`src/rtl/adc_seq_pkg.sv`:
```
// shared constants and carrier types for the converter sequencer
package adc_seq_pkg;
    // register map (word addresses on the plain port)
    localparam logic [3:0] ADDR_CTRL_STATUS = 4'h0;
    localparam logic [3:0] ADDR_TRIG_CTRL = 4'h1;
    localparam logic [3:0] ADDR_RESULT_0 = 4'h2;
    // control/status field positions
    localparam int DONE_BIT = 7;
    localparam int IRQ_EN_BIT = 6;
    localparam int GO_BIT = 5;
    localparam int SWEEP_BIT = 4;
    localparam int SPEED_BIT = 3;
    localparam int GROUP_BIT = 2;
    // trigger control layout, register reset values and trigger sources
    localparam int TRIG_HI_BIT = 7;
    localparam int TRIG_LO_BIT = 6;
    localparam logic [7:0] CTRL_STATUS_RESET = 8'h00;
    localparam logic [5:0] TRIG_RSVD_RESET = 6'h3F;
    localparam logic [1:0] TRIG_NONE = 2'h0;
    localparam logic [1:0] TRIG_TIMER = 2'h2;
    localparam logic [1:0] TRIG_PIN = 2'h3;
    // conversion lengths in states, result width and result shift
    localparam int SLOW_STATES = 266;
    localparam int FAST_STATES = 134;
    localparam int RESULT_BITS = 10;
    localparam int RESULT_SHIFT = 6;

    typedef struct packed {
        logic [3:0] addr;
        logic [7:0] wdata;
        logic wr;
        logic rd;
    } bus_req_t;

    typedef struct packed {
        logic start;
        logic [2:0] channel;
        logic fast;
    } core_cmd_t;
endpackage

```
`src/rtl/adc_sequencer_control.sv`:
```
// sequencer and register file for the eight-input converter
//
// Design decisions made here: the strobed register port and the register offsets.
module adc_sequencer_control #(
    parameter int SLOW_LEN = adc_seq_pkg::SLOW_STATES,
    parameter int FAST_LEN = adc_seq_pkg::FAST_STATES
) (
    // clock and reset
    input wire logic clk,
    input wire logic rst_n,
    input wire logic clk_en,
    // register port
    input wire adc_seq_pkg::bus_req_t bus,
    output logic [15:0] rd_data,
    // triggers
    input wire logic timer_trigger,
    input wire logic external_trigger_pin_n,
    // analog core
    output adc_seq_pkg::core_cmd_t core_cmd,
    input wire logic core_done,
    input wire logic [9:0] core_result,
    // status
    output logic done_interrupt,
    output logic busy
);
    typedef enum logic [1:0] {IDLE, LAUNCH, WAIT_CORE} phase_t;

    typedef struct packed {
        logic [7:0] csr;
        logic [1:0] trig_src;
        logic [5:0] trig_rsvd;
        logic [3:0][9:0] result;
        phase_t phase;
        logic [2:0] chan;
        logic pin_prev;
        logic [15:0] rdata;
        logic start;
        logic irq;
    } state_t;

    state_t s_q;
    state_t s_d;

    // result word as software sees it
    function automatic logic [15:0] result_word(input logic [9:0] v);
        result_word = {v, 6'h00};
    endfunction

    // last input of the selected span
    function automatic logic [2:0] span_last(input logic [2:0] sel);
        span_last = sel;
    endfunction

    logic go;
    logic sweep;
    logic hw_start;
    logic sw_go_set;
    logic wr_csr;

    assign go = s_q.csr[adc_seq_pkg::GO_BIT];
    assign sweep = s_q.csr[adc_seq_pkg::SWEEP_BIT];
    assign wr_csr = bus.wr && bus.addr == adc_seq_pkg::ADDR_CTRL_STATUS;
    assign sw_go_set = wr_csr && bus.wdata[adc_seq_pkg::GO_BIT];

    always_comb begin
        s_d = s_q;
        s_d.start = 1'b0;
        hw_start = 1'b0;
        s_d.pin_prev = external_trigger_pin_n;
        if (s_q.trig_src == adc_seq_pkg::TRIG_TIMER) begin
            hw_start = timer_trigger;
        end else if (s_q.trig_src == adc_seq_pkg::TRIG_PIN) begin
            hw_start = s_q.pin_prev && !external_trigger_pin_n;
        end

        // register writes; software owns mode bits only while idle by contract
        if (wr_csr) begin
            s_d.csr[adc_seq_pkg::DONE_BIT] = s_q.csr[adc_seq_pkg::DONE_BIT]
                && bus.wdata[adc_seq_pkg::DONE_BIT];
            s_d.csr[6:0] = bus.wdata[6:0];
        end else if (bus.wr && bus.addr == adc_seq_pkg::ADDR_TRIG_CTRL) begin
            s_d.trig_src = bus.wdata[adc_seq_pkg::TRIG_HI_BIT:adc_seq_pkg::TRIG_LO_BIT];
            s_d.trig_rsvd = bus.wdata[5:0];
        end
        // hardware start acts like software go
        if (hw_start) begin
            s_d.csr[adc_seq_pkg::GO_BIT] = 1'b1;
        end

        case (s_q.phase)
            IDLE: begin
                // new settings take effect with this start
                if (s_d.csr[adc_seq_pkg::GO_BIT]) begin
                    if (s_d.csr[adc_seq_pkg::SWEEP_BIT]) begin
                        s_d.chan = {s_d.csr[adc_seq_pkg::GROUP_BIT], 2'b00};
                    end else begin
                        s_d.chan = s_d.csr[2:0];
                    end
                    s_d.phase = LAUNCH;
                end
            end
            LAUNCH: begin
                s_d.start = 1'b1;
                s_d.phase = WAIT_CORE;
            end
            WAIT_CORE: begin
                if (core_done) begin
                    s_d.result[s_q.chan[1:0]] = core_result;
                    if (!sweep) begin
                        s_d.csr[adc_seq_pkg::DONE_BIT] = 1'b1;
                        s_d.csr[adc_seq_pkg::GO_BIT] = 1'b0;
                        s_d.phase = IDLE;
                    end else if (!s_d.csr[adc_seq_pkg::GO_BIT]) begin
                        s_d.phase = IDLE;
                    end else begin
                        if (s_q.chan == span_last(s_q.csr[2:0])) begin
                            s_d.csr[adc_seq_pkg::DONE_BIT] = 1'b1;
                            s_d.chan = {s_q.csr[adc_seq_pkg::GROUP_BIT], 2'b00};
                        end else begin
                            s_d.chan = s_q.chan + 3'h1;
                        end
                        s_d.phase = LAUNCH;
                    end
                end else if (sweep && !s_d.csr[adc_seq_pkg::GO_BIT]) begin
                    // stop mid-conversion drops the pending result
                    s_d.phase = IDLE;
                end
            end
            default: s_d.phase = IDLE;
        endcase

        s_d.irq = s_d.csr[adc_seq_pkg::DONE_BIT] && s_d.csr[adc_seq_pkg::IRQ_EN_BIT];

        s_d.rdata = 16'h0000;
        if (bus.rd) begin
            if (bus.addr == adc_seq_pkg::ADDR_CTRL_STATUS) begin
                s_d.rdata = {8'h00, s_q.csr};
            end else if (bus.addr == adc_seq_pkg::ADDR_TRIG_CTRL) begin
                s_d.rdata = {8'h00, s_q.trig_src, s_q.trig_rsvd};
            end else if (bus.addr >= adc_seq_pkg::ADDR_RESULT_0
                         && bus.addr < adc_seq_pkg::ADDR_RESULT_0 + 4'h4) begin
                s_d.rdata = result_word(s_q.result[2'(bus.addr - adc_seq_pkg::ADDR_RESULT_0)]);
            end
        end
    end

    always_ff @(posedge clk or negedge rst_n) begin
        if (!rst_n) begin
            s_q <= '0;
            s_q.csr <= adc_seq_pkg::CTRL_STATUS_RESET;
            s_q.trig_rsvd <= adc_seq_pkg::TRIG_RSVD_RESET;
            s_q.trig_src <= adc_seq_pkg::TRIG_NONE;
            s_q.phase <= IDLE;
            s_q.pin_prev <= 1'b1;
        end else if (clk_en) begin
            s_q <= s_d;
        end
    end

    assign rd_data = s_q.rdata;
    assign done_interrupt = s_q.irq;
    assign busy = s_q.phase != IDLE;
    assign core_cmd.fast = s_q.csr[adc_seq_pkg::SPEED_BIT];
    assign core_cmd.start = s_q.start;
    assign core_cmd.channel = s_q.chan;
endmodule

```
`config.mk`:
```
export PLATFORM = sky130hd
export DESIGN_NAME = adc_sequencer_control
export DESIGN_NICKNAME = d
export VERILOG_FILES = /design/src/rtl/adc_seq_pkg.sv /design/src/rtl/adc_sequencer_control.sv
export SDC_FILE = /design/constraint.sdc
export NUM_CORES = 1
export LEC_CHECK = 0
export BUFFER_PORTS_ARGS = -buffer_cell sky130_fd_sc_hd__buf_2
export CORE_ASPECT_RATIO = 0.7
export CORE_MARGIN = 1.5
export CORE_UTILIZATION = 30
export DETAILED_ROUTE_END_ITERATION = 10
export PLACE_DENSITY = 0.51
export SETUP_SLACK_MARGIN = 0.2
export SYNTH_ARGS = -nofsm -noshare
export SYNTH_HDL_FRONTEND = slang
export SYNTH_SLANG_ARGS = --single-unit
```
`constraint.sdc`:
```
create_clock -name clk -period 2.45 [get_ports clk]
set_clock_uncertainty 0.15 [all_clocks]
set_input_delay 0.735 -clock clk [delete_from_list [all_inputs] [get_ports clk]]
set_output_delay 0.735 -clock clk [all_outputs]
set_load 0.1 [all_outputs]
```
==> metrics.md <==
| Metric | Value |
|---|---|
| Width of the die | 139.2 um |
| Final GP Congestion | 0.8099 |
| TritonRoute pass-1 iters | 10 |
| Mapped Avg Cell Area | 12.98 sq um |
| Total CTS buffers | 9 |
| Placed inst area | 0.004375 sq mm |
| Core ar. | 0.01255 sq mm |
| Initial drt markers | 134 |
| Root Driver | clkbuf_16 |
| R2R depth | 5 |
| Pins Over Slew Limit | 0 |
| FILL cells | 1226 |
| Async S/R FF share, synth | 100.0% |
| Switch Pwr | 1712 uW |
| Antenna violations before repair | 0 |
| Post-DP HPWL | 6.821 mm |
| Tot GR Track Use | 14.66% |
| Reg2reg start | core_cmd[1] |
| Synth warnings | 0 |
| Primary FF master, synth | dfrtp_1 |
| Min cycle time layout | 2.205 ns |
| Row Count | 34 |
| Vias in the first global route | 2715 |
| RSZ-0062 raised after global routing | yes |
| HP Class | in2async |
| Global-route wire length before repair | 15.35 mm |
| Reg-to-reg endpoint | done_interrupt |
| WP buf/inv | 1 |
| Peak supply drop | 0.0003498 V |
| Achievable clock frequency | 0.4536 GHz |
| Register area share after synthesis | 51.64% |
| Crit-path slowest cell | dfrtp_1 |
| WS Path Type | reg2out |
| Core Util, Final | 37.53% |
| Largest net degree at the start of global routing | 36 |
| DRC violations left | 6 |
| Via Count | 2601 |
| Clk buf depth | 2 |
| Maxcap violations | 0 |
| Total grt overflow | 0 |
| Worst Path Required | 1.56 ns |
| Die area | 0.01368 sq mm |
| Status | finished with violations |
| Final WL | 9.102 mm |
| Pwr Density | 1055 mW/mm^2 |
| CP top delay family | flip-flops |
| Worst-Margin Slew | 0.7525 ns |
| Syn Nets | 334 |
| Vias per inst | 4.964 |
| Leakage power total | 0.002210 uW |
| Fin. Hold Viols | 0 |
| CP max stage delay | 0.49 ns |
| Pwr Total | 4967 uW |
| Period utilisation layout | 89.99% |
| H-tree Lvls | 3 |
| Max_slew headroom | 49.66% |
| Starting Density | 31.03% |
| Routed length per instance | 17.37 um |
| Crit-path cells | buf_2 |
| Worst R2R Setup Slack | 0.55 ns |
| Clock Sinks | 80 |
| Yosys reg bits | 80 |
| Count of flip-flops with a built-in enable after synthesis | 0 |
| Die Span Y | 98.32 um |
| Area growth syn-to-layout | 20.95% |
| Clock Power Share | 26.9% |
| # setup viols final | 0 |
| IO Pins | 53 |
| Layout cell share with drive strength beyond 1 | 51.10% |
| Internal power | 3256 uW |
| Fin nets | 391 |
| Critical Path Start Type | register |
| Share of power burned in registers | 41.3% |
| Endpoint class of the critical path | output pin |
| Worst Path Arrival | 1.32 ns |
| Post-Synthesis Cell Area | 0.003894 sq mm |
| N_diodes | 0 |
| Later-pin clock latency in the skew report | 0.33 ns |
| Failing checks | design-rule violations |
| CTS tree | built |
| Post-Layout Inst Area | 0.004710 sq mm |
| Switching Fraction | 34.46% |
| Crit Path Max Fanout | 6 |
| Post-Synthesis Cells | 300 |
| Setup bufs post-CTS | 0 |
| I/O Buffers | 52 |
| Synth unique cells | 49 |
| Clk slew on worst S/H paths | 0.06 ns |
| Combinational Power Share | 31.8% |
| Antenna viol nets, final | 0 |
==> state kept, by name, summed over array words and instances, names as in the netlist <==
signal	cells
go	1
rd_data	16
s_q	57
done_interrupt	1
core_cmd	5
==> synth_stat cells (2+ instances only) <==
cell type  instances  share of area [%]
buf_4             21                4.0
dfrtp_1           73                 47
clkbuf_1           9               0.87
a21oi_1            3               0.39
dfstp_2            7                4.7
ha_1               4                1.3
a32o_1             8                2.1
o2bb2ai_1          4               0.90
buf_2              3               0.39
nand2_1           14                1.3
a211oi_1           2               0.39
nand3_1            2               0.26
a21o_1             4               0.77
or2_2              3               0.48
o21ai_0            9                1.2
clkinv_1           2               0.19
xor2_1             4               0.90
inv_1              9               0.87
mux2_2            57                 16
mux4_2             8                4.6
o32ai_1            4               0.90
o211ai_1           2               0.39
mux2i_1            6                1.5
nor2_1            15                1.4
o22ai_1            3               0.48
==> cells in the final DEF (no fill, tap or decap), types with 2 or more instances in the layout <==
cell,netlist,layout
dfrtp_1,73,71
mux2_2,57,57
buf_2,3,49
buf_4,21,28
nor2_1,15,15
nand2_1,14,13
inv_1,9,9
o21ai_0,9,9
clkbuf_16,0,9
mux4_2,8,8
a32o_1,8,8
dfstp_2,7,7
mux2i_1,6,6
xor2_1,4,4
o2bb2ai_1,4,4
a21o_1,4,4
o32ai_1,4,4
ha_1,4,4
or2_2,3,3
a21oi_1,3,3
o22ai_1,3,3
clkinv_1,2,2
nand3_1,2,2
o211ai_1,2,2
a211oi_1,2,2
clkinvlp_4,0,2
dfrtp_2,0,2
==> cells by family after synthesis <==
kind of cell / share of synthesized area [%]
xor gates and xnor gates: 0.8997
adders and majority gates: 1.285
DFF: 51.64
buffers and inverters: 6.651
and+or+nand+nor: 6.234
muxes: 23.04
AOI/OAI and AO/OA: 10.25
==> worst max-delay path by stage <==
stage	cells after the start	from	slack (ns)	end
3_5_place_dp	7	bus[13]	-0.18	core_cmd[3]
4_1_cts	2	s_q[23]	0.17	busy
6_report	1	core_cmd[1]	0.25	core_cmd[1]
2_1_floorplan	6	bus[12]	-0.12	core_cmd[2]
3_3_place_gp	7	bus[13]	-0.08	done_interrupt
5_1_grt	7	bus[13]	0.16	core_cmd[1]
==> cell type report <==
type,count,area [sq um],area share [%]
Clock buffer,10,229.0,4.862
Sequential cell,80,2013,42.75
Clock inverter,6,67.56,1.435
Tap cell,162,202.7,4.304
Timing Repair Buffer,80,494.2,10.49
Inverter,11,41.29,0.8767
Multi-Input combinational cell,175,1662,35.28
==> power by group through the flow <==
stage                     clock, uW  combinational (uW)  sequential [uW]
after floorplan                   0                1310             1990
after global placement            0                1540             2060
after detailed placement          0                1560             2070
after CTS                      1380                1580             2040
after global routing           1440                1700             2110
final                          1340                1580             2050
==> per-stage QoR <==
stage          setup WS (ns)  setup TNS, ns  hold WS (ns)  instances
2_1_floorplan        -0.1184        -0.1184        0.2894        300
5_1_grt               0.1646              0        0.1613        524
3_5_place_dp         -0.1800         -1.206        0.3260        508
6_report              0.2454              0        0.1434        524
4_1_cts               0.1738              0        0.1489        524
3_3_place_gp        -0.08111        -0.7966        0.3284        508
==> per-layer routing <==
| metal | global-route usage (%) | routed length, um |
|---|---|---|
| met5 | 0 | 0 |
| met4 | 3.519 | 80 |
| met3 | 4.267 | 560 |
| met2 | 20.54 | 3898 |
| met1 | 22.06 | 4562 |
==> timing repair <==
action,CTS,global route
gates resized for setup,2,9
hold endpoints to repair,0,0
hold buffers,0,0
setup endpoints to repair,2,8
Note: power is estimated with default switching activity, not from simulation.
